--- src/verilog/rsi_pkg.sv ---
// Package of constants and types for the reset state initializer
package rsi_pkg;
	// Reset and recovery event kinds
	typedef enum logic [2:0] {
		RSI_EV_NONE,
		RSI_EV_POR,
		RSI_EV_WDR,
		RSI_EV_XIR,
		RSI_EV_SIR,
		RSI_EV_RED
	} rsi_event_t;

	// Sequencer states
	typedef enum logic [1:0] {
		RSI_ST_SCAN,
		RSI_ST_RUN,
		RSI_ST_ERROR
	} rsi_state_t;

	localparam int RSI_TL_W = 3;
	localparam int RSI_TT_W = 9;
	localparam logic [RSI_TL_W-1:0] RSI_MAX_TL = 3'h5;
	localparam logic [4:0] RSI_MAX_WIN = 5'h07;
	localparam logic [RSI_TT_W-1:0] RSI_TT_POR = 9'h001;
	localparam logic [RSI_TT_W-1:0] RSI_TT_WDT = 9'h002;
	localparam logic [RSI_TT_W-1:0] RSI_TT_XIR = 9'h003;
	localparam logic [RSI_TT_W-1:0] RSI_TT_SIR = 9'h004;

	// Vector offsets from the reset vector base
	localparam logic [63:0] RSI_OFF_POR = 64'h20;
	localparam logic [63:0] RSI_OFF_WDR = 64'h40;
	localparam logic [63:0] RSI_OFF_XIR = 64'h60;
	localparam logic [63:0] RSI_OFF_SIR = 64'h80;
	localparam logic [63:0] RSI_OFF_RED = 64'ha0;
	localparam logic [63:0] RSI_NPC_STEP = 64'h4;
	localparam logic [63:0] RSI_VEC_BASE = 64'hfffffffff0000000;

	// Register offsets within their address spaces
	localparam logic [7:0] RSI_OFF_UNIT_CTRL = 8'h00;
	localparam logic [7:0] RSI_OFF_MEM_CTRL = 8'h08;
	localparam logic [7:0] RSI_OFF_ERR_CTRL = 8'h10;

	// Field positions
	localparam int RSI_NPT_BIT = 63;
	localparam int RSI_WEAK_ERROR_DETECT_BIT = 0;
	localparam int RSI_UT_BIT = 2;
	localparam int RSI_ST_BIT = 1;
	localparam int RSI_IM_BIT = 27;
	localparam int RSI_INTERVAL_ROUNDING_LSB = 25;
	localparam int RSI_OPERATING_STATUS_W = 64;
	localparam int RSI_OPERATING_STATUS_STOP_BIT = 0;

	// Reset values
	localparam logic [63:0] RSI_RST_ZERO = 64'h0;
	localparam logic [15:0] RSI_MANUF_ID = 16'h00a5; // Arbitrary value
	localparam logic [15:0] RSI_IMPL_ID = 16'h005a; // Arbitrary value

	// Version word: id fields, mask, max trap level, max window
	function automatic logic [63:0] rsi_version(input logic [7:0] mask);
		rsi_version = {RSI_MANUF_ID, RSI_IMPL_ID, mask, 8'h00,
			5'h00, RSI_MAX_TL, 3'h0, RSI_MAX_WIN};
	endfunction
endpackage

--- src/verilog/rsi_scan.sv ---
// Serial scan-in shift register for the operating status word
`timescale 1ns/10ps
module rsi_scan import rsi_pkg::*; #(
	parameter int W = RSI_OPERATING_STATUS_W
) (
	input wire logic i_clk,
	input wire logic i_rst,
	input wire logic i_shift,
	input wire logic i_bit,
	input wire logic i_load,
	output logic [W-1:0] o_word,
	output logic o_loaded
);
	logic [W-1:0] shift_r;

	// Shift register, LSB first into the top
	always_ff @(posedge i_clk or posedge i_rst) begin
		if (i_rst) begin
			shift_r <= '0;
		end else if (i_shift) begin
			shift_r <= {i_bit, shift_r[W-1:1]};
		end
	end

	// Word is transferred only on the load command
	always_ff @(posedge i_clk or posedge i_rst) begin
		if (i_rst) begin
			o_word <= '0;
			o_loaded <= 1'b0;
		end else begin
			o_loaded <= i_load;
			if (i_load) begin
				o_word <= shift_r;
			end
		end
	end
endmodule

--- src/verilog/rsi_sync.sv ---
// Two-flop synchroniser for pin inputs
`timescale 1ns/10ps
module rsi_sync #(
	parameter int W = 1
) (
	input wire logic i_clk,
	input wire logic i_rst,
	input wire logic [W-1:0] i_d,
	output logic [W-1:0] o_q
);
	logic [W-1:0] meta_r;

	// First stage feeds only the second
	always_ff @(posedge i_clk or posedge i_rst) begin
		if (i_rst) begin
			meta_r <= '0;
			o_q <= '0;
		end else begin
			meta_r <= i_d;
			o_q <= meta_r;
		end
	end
endmodule

--- src/verilog/rsi_top.sv ---
// Reset state initializer: architectural state on reset and recovery
// Function
// - Hard reset clears thread id and sets error control to 1; soft reset keeps thread id and sets only weak error detect
// - First watchdog in normal state, later in recovery
// - Trap type 1, 2/cause, 3, 4 by reset
// - Power-on sets max level, else min(level+1,max)
// - Non-power-on entries save state into trap stack
// - Cycle counter restarts on power-on and external
// - System tick restarts and bit set on power-on
// - Compare registers disabled and zeroed on power-on
// - Version reports level 5, window 7, read-only
// - Power-on clears user and supervisor trace enables
// - Power-on clears interval mode and rounding fields
// - Dispatch status cleared only by power-on reset
// - Power-on and watchdog set weak error detect
// - Thread id zero on hard, kept otherwise
// - Breakpoint register cleared only by power-on
// - Bus config loaded from straps on power-on
// - Execution waits for scan load of status
// - Status word changes only by test command
// - Status word mostly hidden from software
// - Vector is base plus per-type offset; next plus 4
// - Stop-on-error holds error state, else watchdog
`timescale 1ns/10ps
module rsi_top import rsi_pkg::*; #(
	parameter logic [7:0] MASK_REV = 8'h01
) (
	input wire logic I_CLK,
	input wire logic I_RST,
	input wire logic i_RESET_PIN_N,
	input wire logic i_HARD_POR,
	input wire logic i_SCAN_SHIFT,
	input wire logic i_SCAN_BIT,
	input wire logic i_SCAN_LOAD,
	input wire logic [15:0] i_BUS_STRAPS,
	input wire logic i_XIR_REQ,
	input wire logic i_SIR_REQ,
	input wire logic i_WDT_TIMEOUT,
	input wire logic i_TRAP_REQ,
	input wire logic [RSI_TT_W-1:0] i_TRAP_TYPE,
	input wire logic [63:0] i_CUR_PC,
	input wire logic [63:0] i_CUR_NPC,
	input wire logic [7:0] i_CUR_CCR,
	input wire logic [7:0] i_CUR_ASI,
	input wire logic [11:0] i_CUR_PROCESSOR_STATE_WORD,
	input wire logic [2:0] i_CUR_CWP,
	input wire logic i_REG_WE,
	input wire logic [2:0] i_REG_SEL,
	input wire logic [7:0] i_REG_OFF,
	input wire logic [63:0] i_REG_WDATA,
	input wire logic [2:0] i_STACK_SEL,
	output logic [63:0] o_REG_RDATA,
	output logic o_RUN,
	output logic o_ERROR_STATE,
	output logic o_RED_STATE,
	output logic o_APPLY,
	output logic [63:0] o_PC,
	output logic [63:0] o_NPC,
	output logic [RSI_TL_W-1:0] o_TRAP_LEVEL,
	output logic [RSI_TT_W-1:0] o_TRAP_TYPE,
	output logic [63:0] o_SAVED_PC,
	output logic [63:0] o_SAVED_NPC,
	output logic [30:0] o_SAVED_STATE,
	output logic [63:0] o_CYCLE_COUNT,
	output logic [63:0] o_SYSTEM_TICK_COUNTER_COUNT,
	output logic [63:0] o_VERSION
);
	// Register select codes for software access
	localparam logic [2:0] SEL_ASI45 = 3'h0;
	localparam logic [2:0] SEL_DISP = 3'h1;
	localparam logic [2:0] SEL_ERR = 3'h2;
	localparam logic [2:0] SEL_BKPT = 3'h3;
	localparam logic [2:0] SEL_EID = 3'h4;
	localparam logic [2:0] SEL_ASR = 3'h5;
	localparam logic [2:0] SEL_CMP = 3'h6;
	localparam logic [2:0] SEL_OPERATING_STATUS = 3'h7;

	logic pin_n_s, hard_s, xir_s, shift_s, sbit_s, load_s;
	logic [15:0] straps_s;
	logic [RSI_OPERATING_STATUS_W-1:0] operating_status;
	logic operating_status_loaded;
	rsi_state_t state_r;
	rsi_event_t ev;
	logic wdt_seen_r, in_red_r;
	logic [RSI_TL_W-1:0] tl_r;
	logic [RSI_TT_W-1:0] tt_r, err_tt_r;
	logic [63:0] spc_r [1:5];
	logic [63:0] snpc_r [1:5];
	logic [30:0] sst_r [1:5];
	logic [63:0] tick_r, system_tick_counter_r, tcmp_r, scmp_r;
	logic [63:0] unit_r, mem_r, disp_r, err_r, bkpt_r, eid_r;
	logic [63:0] pcr_r, gsr_r, bus_r;
	logic [RSI_TL_W-1:0] tl_new;
	logic [63:0] vec;

	// Pin and external controls cross into the core clock domain
	// Scan lines share the synchroniser so shift, bit and load stay aligned
	rsi_sync #(.W(22)) u_sync (
		.i_clk(I_CLK),
		.i_rst(I_RST),
		.i_d({i_RESET_PIN_N, i_HARD_POR, i_XIR_REQ, i_BUS_STRAPS,
			i_SCAN_SHIFT, i_SCAN_BIT, i_SCAN_LOAD}),
		.o_q({pin_n_s, hard_s, xir_s, straps_s, shift_s, sbit_s, load_s})
	);

	// Status word written only by scan or test command
	rsi_scan u_scan (
		.i_clk(I_CLK),
		.i_rst(I_RST),
		.i_shift(shift_s),
		.i_bit(sbit_s),
		.i_load(load_s),
		.o_word(operating_status),
		.o_loaded(operating_status_loaded)
	);

	function automatic logic [RSI_TL_W-1:0] next_tl(
		input logic [RSI_TL_W-1:0] t);
		next_tl = (t < RSI_MAX_TL) ? t + 3'h1 : RSI_MAX_TL;
	endfunction

	// Event priority: power-on, then error-state watchdog, then others
	always_comb begin
		ev = RSI_EV_NONE;
		if (state_r == RSI_ST_SCAN) begin
			if (pin_n_s && operating_status_loaded) begin
				ev = RSI_EV_POR;
			end
		end else if (state_r == RSI_ST_ERROR) begin
			if (!operating_status[RSI_OPERATING_STATUS_STOP_BIT]) begin
				ev = RSI_EV_WDR;
			end
		end else if (i_WDT_TIMEOUT && wdt_seen_r) begin
			ev = RSI_EV_WDR;
		end else if (xir_s) begin
			ev = RSI_EV_XIR;
		end else if (i_SIR_REQ && tl_r < RSI_MAX_TL) begin
			ev = RSI_EV_SIR;
		end else if (i_TRAP_REQ && in_red_r && tl_r < RSI_MAX_TL) begin
			ev = RSI_EV_RED;
		end
	end

	assign tl_new = next_tl(tl_r);

	// Vector selection by event
	always_comb begin
		case (ev)
			RSI_EV_POR: vec = RSI_VEC_BASE + RSI_OFF_POR;
			RSI_EV_WDR: vec = RSI_VEC_BASE + RSI_OFF_WDR;
			RSI_EV_XIR: vec = RSI_VEC_BASE + RSI_OFF_XIR;
			RSI_EV_SIR: vec = RSI_VEC_BASE + RSI_OFF_SIR;
			default: vec = RSI_VEC_BASE + RSI_OFF_RED;
		endcase
	end

	// Sequencer: scan hold, run, error state
	always_ff @(posedge I_CLK or posedge I_RST) begin
		if (I_RST) begin
			state_r <= RSI_ST_SCAN;
			err_tt_r <= '0;
		end else if (!pin_n_s) begin
			state_r <= RSI_ST_SCAN;
		end else if (ev != RSI_EV_NONE) begin
			state_r <= RSI_ST_RUN;
		end else if (state_r == RSI_ST_RUN &&
			((i_SIR_REQ || i_TRAP_REQ || i_WDT_TIMEOUT) &&
			tl_r == RSI_MAX_TL)) begin
			// Max-level traps route through error state to a watchdog
			state_r <= RSI_ST_ERROR;
			err_tt_r <= i_SIR_REQ ? RSI_TT_SIR :
				(i_TRAP_REQ ? i_TRAP_TYPE : RSI_TT_WDT);
		end
	end

	// First timeout is an urgent error in normal state; later ones reset
	always_ff @(posedge I_CLK or posedge I_RST) begin
		if (I_RST) begin
			wdt_seen_r <= 1'b0;
			in_red_r <= 1'b0;
		end else if (ev != RSI_EV_NONE) begin
			wdt_seen_r <= 1'b0;
			in_red_r <= 1'b1;
		end else if (i_WDT_TIMEOUT && state_r == RSI_ST_RUN) begin
			wdt_seen_r <= 1'b1;
		end
	end

	// Trap level, type, vectors: one cycle, before first fetch
	always_ff @(posedge I_CLK or posedge I_RST) begin
		if (I_RST) begin
			tl_r <= RSI_MAX_TL;
			tt_r <= '0;
			o_PC <= '0;
			o_NPC <= '0;
			o_APPLY <= 1'b0;
		end else begin
			o_APPLY <= (ev != RSI_EV_NONE);
			if (ev != RSI_EV_NONE) begin
				o_PC <= vec;
				o_NPC <= vec + RSI_NPC_STEP;
				tl_r <= (ev == RSI_EV_POR) ? RSI_MAX_TL : tl_new;
				case (ev)
					RSI_EV_POR: tt_r <= RSI_TT_POR;
					RSI_EV_XIR: tt_r <= RSI_TT_XIR;
					RSI_EV_SIR: tt_r <= RSI_TT_SIR;
					RSI_EV_WDR: tt_r <= (state_r == RSI_ST_ERROR) ?
						err_tt_r : RSI_TT_WDT;
					default: tt_r <= i_TRAP_TYPE;
				endcase
			end
		end
	end

	// Trap stack entry at the new level; power-on leaves it alone
	always_ff @(posedge I_CLK) begin
		if (ev != RSI_EV_NONE && ev != RSI_EV_POR && tl_new != '0) begin
			spc_r[tl_new] <= i_CUR_PC;
			snpc_r[tl_new] <= i_CUR_NPC;
			sst_r[tl_new] <= {i_CUR_CCR, i_CUR_ASI, i_CUR_PROCESSOR_STATE_WORD,
				i_CUR_CWP};
		end
	end

	// Counters and compares; power-on restarts them whether hard or soft
	always_ff @(posedge I_CLK or posedge I_RST) begin
		if (I_RST) begin
			tick_r <= RSI_RST_ZERO;
			system_tick_counter_r <= RSI_RST_ZERO;
			tcmp_r <= RSI_RST_ZERO;
			scmp_r <= RSI_RST_ZERO;
		end else if (ev == RSI_EV_POR) begin
			tick_r <= 64'h8000000000000000;
			system_tick_counter_r <= 64'h8000000000000000;
			tcmp_r <= 64'h8000000000000000;
			scmp_r <= 64'h8000000000000000;
		end else begin
			if (ev == RSI_EV_XIR) begin
				tick_r <= {tick_r[RSI_NPT_BIT], 63'h0};
			end else if (i_REG_WE && i_REG_SEL == SEL_ASR &&
				i_REG_OFF == 8'h04) begin
				tick_r <= i_REG_WDATA;
			end else begin
				tick_r <= {tick_r[63], 63'(tick_r[62:0] + 63'h1)};
			end
			system_tick_counter_r <= {system_tick_counter_r[63], 63'(system_tick_counter_r[62:0] + 63'h1)};
			if (i_REG_WE && i_REG_SEL == SEL_CMP) begin
				if (i_REG_OFF == 8'h00) begin
					tcmp_r <= i_REG_WDATA;
				end else begin
					scmp_r <= i_REG_WDATA;
				end
			end
		end
	end

	// Control registers and their power-on, watchdog updates
	always_ff @(posedge I_CLK or posedge I_RST) begin
		if (I_RST) begin
			unit_r <= RSI_RST_ZERO;
			mem_r <= RSI_RST_ZERO;
			disp_r <= RSI_RST_ZERO;
			err_r <= RSI_RST_ZERO;
			bkpt_r <= RSI_RST_ZERO;
			eid_r <= RSI_RST_ZERO;
			pcr_r <= RSI_RST_ZERO;
			gsr_r <= RSI_RST_ZERO;
			bus_r <= RSI_RST_ZERO;
		end else if (ev == RSI_EV_POR) begin
			unit_r <= RSI_RST_ZERO;
			mem_r <= RSI_RST_ZERO;
			disp_r <= RSI_RST_ZERO;
			err_r[RSI_WEAK_ERROR_DETECT_BIT] <= 1'b1;
			bkpt_r <= RSI_RST_ZERO;
			if (hard_s) begin
				eid_r <= RSI_RST_ZERO;
				err_r <= 64'h1;
			end
			pcr_r[RSI_UT_BIT] <= 1'b0;
			pcr_r[RSI_ST_BIT] <= 1'b0;
			gsr_r[RSI_IM_BIT] <= 1'b0;
			gsr_r[RSI_INTERVAL_ROUNDING_LSB+1:RSI_INTERVAL_ROUNDING_LSB] <= 2'h0;
			bus_r <= {48'h0, straps_s};
		end else if (ev == RSI_EV_WDR) begin
			unit_r <= RSI_RST_ZERO;
			mem_r <= RSI_RST_ZERO;
			err_r[RSI_WEAK_ERROR_DETECT_BIT] <= 1'b1;
		end else if (i_REG_WE) begin
			case (i_REG_SEL)
				SEL_ASI45: begin
					if (i_REG_OFF == RSI_OFF_UNIT_CTRL) begin
						unit_r <= i_REG_WDATA;
					end else if (i_REG_OFF == RSI_OFF_MEM_CTRL) begin
						mem_r <= i_REG_WDATA;
					end
				end
				SEL_ERR: err_r <= i_REG_WDATA;
				SEL_BKPT: bkpt_r <= i_REG_WDATA;
				SEL_EID: eid_r <= i_REG_WDATA;
				SEL_ASR: begin
					if (i_REG_OFF == 8'h00) begin
						pcr_r <= i_REG_WDATA;
					end else if (i_REG_OFF == 8'h08) begin
						gsr_r <= i_REG_WDATA;
					end
				end
				default: ; // Status word and dispatch status ignore writes
			endcase
		end
	end

	// Read mux; version constant and status word mostly hidden
	always_comb begin
		case (i_REG_SEL)
			SEL_ASI45: o_REG_RDATA = (i_REG_OFF == RSI_OFF_MEM_CTRL) ?
				mem_r : unit_r;
			SEL_DISP: o_REG_RDATA = disp_r;
			SEL_ERR: o_REG_RDATA = (i_REG_OFF == RSI_OFF_ERR_CTRL) ?
				err_r : bus_r;
			SEL_BKPT: o_REG_RDATA = bkpt_r;
			SEL_EID: o_REG_RDATA = eid_r;
			SEL_ASR: o_REG_RDATA = (i_REG_OFF == 8'h00) ? pcr_r :
				((i_REG_OFF == 8'h08) ? gsr_r : tick_r);
			SEL_CMP: o_REG_RDATA = (i_REG_OFF == 8'h00) ? tcmp_r : scmp_r;
			default: o_REG_RDATA = {63'h0, operating_status[RSI_OPERATING_STATUS_STOP_BIT]};
		endcase
	end

	assign o_VERSION = rsi_version(MASK_REV);
	assign o_RUN = (state_r == RSI_ST_RUN);
	assign o_ERROR_STATE = (state_r == RSI_ST_ERROR);
	assign o_RED_STATE = in_red_r;
	assign o_TRAP_LEVEL = tl_r;
	assign o_TRAP_TYPE = tt_r;
	assign o_SAVED_PC = spc_r[i_STACK_SEL];
	assign o_SAVED_NPC = snpc_r[i_STACK_SEL];
	assign o_SAVED_STATE = sst_r[i_STACK_SEL];
	assign o_CYCLE_COUNT = tick_r;
	assign o_SYSTEM_TICK_COUNTER_COUNT = system_tick_counter_r;
endmodule
--- config.mk ---
export PLATFORM = sky130hd
export DESIGN_NAME = rsi_top
export DESIGN_NICKNAME = d
export VERILOG_FILES = /design/src/verilog/rsi_pkg.sv /design/src/verilog/rsi_scan.sv /design/src/verilog/rsi_sync.sv /design/src/verilog/rsi_top.sv
export SDC_FILE = /design/constraint.sdc
export NUM_CORES = 2
export LEC_CHECK = 0
export BUFFER_PORTS_ARGS = -buffer_cell sky130_fd_sc_hd__clkbuf_2
export CAP_MARGIN = 20
export CORE_MARGIN = 3
export CORE_UTILIZATION = 45
export DETAILED_ROUTE_END_ITERATION = 8
export HOLD_SLACK_MARGIN = 0.03
export PLACE_DENSITY = 0.67
export SLEW_MARGIN = 10
export SYNTH_ARGS = -nofsm -noshare
export SYNTH_HDL_FRONTEND = slang
export SYNTH_HIERARCHICAL = 1
export SYNTH_SLANG_ARGS = --single-unit
--- constraint.sdc ---
create_clock -name I_CLK -period 35.9 [get_ports I_CLK]
set_input_delay 7.18 -clock I_CLK [delete_from_list [all_inputs] [get_ports I_CLK]]
set_output_delay 7.18 -clock I_CLK [all_outputs]
set_load 0.005 [all_outputs]
==> metrics.md <==
| Metric | Value |
|---|---|
| Crit share post-route | `49.7%` |
| Worst r2r src | `u_scan/o_word[0]` |
| Grt total ovfl | `0` |
| Number of global-route vias before repair | `47,300` |
| Final core occ | `52.1%` |
| Area Overhead vs Synth | `14.6%` |
| DRT Pass-1 Iters | `7` |
| # fillers | `roughly 13,000` |
| Largest net degree at the start of global routing | `134` |
| Pwr Total | `4.71 mW` |
| Cells after synthesis | `about 6,000` |
| Final min period | `17.85 ns` |
| Worst-Skew Late Latency | `0.79 ns` |
| Final #Nets | `6,791` |
| Worst EP arrival | `between 10 and 15 ns` |
| Multi-input gate area | `roughly 22,000 µm²` |
| Final GP Congestion | `0.930` |
| R2R setup slack | `30.15 ns` |
| Leakage Power | `33.8 nW` |
| Reg2Reg Depth | `8` |
| Worst Setup SP | `i_REG_OFF[7]` |
| Root buf cell | `clkbuf_16` |
| DRC Markers | `0` |
| Rows | `144` |
| Core area | `155,000 µm²` |
| Final hold vios | `0` |
| Drt first-iter violations | `4,643` |
| Post-route setup TNS | `0 ns` |
| Worst Hold Class | `reg -> reg` |
| CTS tree | `done` |
| Slew Viols, Final | `0` |
| Critical Path Start Type | `primary input` |
| RSZ-0062 raised after global routing | `no` |
| Min-Delay Startpoint | `u_sync/meta_r[2]` |
| Post_cts resized | `0` |
| Synthesized area | `70,300 µm²` |
| Setup violators final | `0` |
| Fin cells | `8,717` |
| Die H | `401 µm` |
| Post-CTS Hold Buffers | `0` |
| Crit path max fanout | `44` |
| R2R Path End | `snpc_r[1][40]` |
| Max Cap Violations | `0` |
| H-tree levels | `4` |
| Die Wd | `401 µm` |
| Synthesis Warnings | `6` |
| Post-CTS Setup Inserts | `0` |
| Initial Util | `45.5%` |
| FF+latch area | `around 45,000 µm²` |
| Layout cells sized above 1 | `19.8%` |
| Status | `finished clean` |
| Peak VDD IR | `0.0000520 V` |
| Wirelength per Cell | `~23 µm` |
| I/O pin total | `833` |
| Worst setup path class | `in -> out` |
| Total GRT Usage | `24.2%` |
| Routed WL | `200 mm` |
| Worst EP required | `28.72 ns` |
| Mean post-synth cell area | `11.7 µm²` |
| PD cells | `about 58 nW/µm²` |
| Vias/cell | `about 5.6` |
| DRT antenna net count | `0` |
| First-pass GRT wire length | `300 mm` |
| Clk pin slew, worst setup/hold paths | `0.06 ns` |
| Fmax achieved | `56.0 MHz` |
| Inserted Clock Buffers | `about 170` |
| Critical Path End | `o_REG_RDATA[42]` |
| Clk_skew | `0.0498 ns` |
| Relative slew margins | `a little under a quarter` |
| Slew of the pin with the lowest slew margin | `1.15 ns` |
| Clock sinks | `around 1,700` |
| Die Area | `~160,000 µm²` |
| Port buffer count | `719` |
| Placed cells | `8,376` |
| Via total after detailed routing | `48,900` |
| Initial antenna violation count | `45` |
| Detailed Place HPWL | `123 mm` |
| Setup crit end kind | `output pin` |
| CTS Buffer Depth | `3` |
==> where the power goes <==
part	internal, mW	switching [mW]	total [mW]
combinational	0.199	0.368	0.566
clock	1.04	0.757	1.80
sequential	2.22	0.125	2.34
total	3.46	1.25	4.71
==> area by class of cell <==
type | instances | share of cell area (%)
diodes | 25 | 0.0776
clock buffers | 235 | 5.94
clock inverters | 75 | 1.13
inverters | 30 | 0.149
multi-input cells | 3854 | 27.8
flip-flops and latches | 1654 | 56.3
well taps | 2044 | 3.17
repair buffers | 800 | 5.42
==> per-stage QoR <==
stage	area (µm²)	hold slack [ns]	setup WS, ns
floorplan	70800	0.331	7.70
global placement	74700	0.335	18.19
detailed placement	74700	0.335	18.13
CTS	80400	0.350	18.11
global route	80600	0.356	17.92
finish	80600	0.348	18.05
==> metal layers <==
metal / part of all wire, % / vias to the layer above / wire length [µm] / GRT usage (%)
li1: - / 22000 / - / -
met3: 11 / 443 / 21700 / 8.52
met4: 4.0 / 36 / 8020 / 10.2
met5: 0.13 / - / 255 / 0
met2: 45 / 2188 / 89900 / 36.6
met1: 40 / 24200 / 80000 / 31.6
==> worst min path at each step <==
stage,to,cells after the start
after floorplan,u_sync/o_q[0],0
after global placement,u_sync/o_q[16],0
after detailed placement,u_sync/o_q[16],0
after CTS,u_sync/o_q[2],0
after global routing,u_sync/o_q[14],0
final,u_sync/o_q[2],0
==> registers in the layout, summed over array words and instances (netlist names), 2 cells and up <==
name,cells
bkpt_r,64
bus_r,16
eid_r,64
err_r,64
err_tt_r,9
gsr_r,64
mem_r,64
o_CYCLE_COUNT,64
o_PC,3
o_SYSTEM_TICK_COUNTER_COUNT,64
o_TRAP_LEVEL,3
o_TRAP_TYPE,9
pcr_r,64
scmp_r,64
snpc_r,320
spc_r,320
sst_r,155
state_r,2
tcmp_r,64
u_scan/shift_r,64
u_sync/meta_r,22
u_sync/o_q,22
unit_r,64
==> cell usage in the layout (no fill, tap or decap), drive strengths merged, types with 42 or more instances in the layout <==
cell type and instances:
xnor2 72, a222oi 63, nand3 48, a211o 63
inv 42, nor3 47, nor2 526, buf 84
edfxtp 795, dfrtp 857, mux2 203, a21oi 565
nand2 1024, clkbuf 951, mux2i 390, a31oi 73
clkinv 48, o21ai 432, conb 113
==> critical path, cell delays in order <==
cell	delay, ns
clkbuf_2	0.10
nor4_2	0.43
and2_1	0.38
and2b_4	0.61
buf_4	0.95
mux2i_1	0.28
o21ai_0	0.10
a211o_1	0.41
clkbuf_2	0.16
Note: power is estimated with default switching activity, not from simulation.
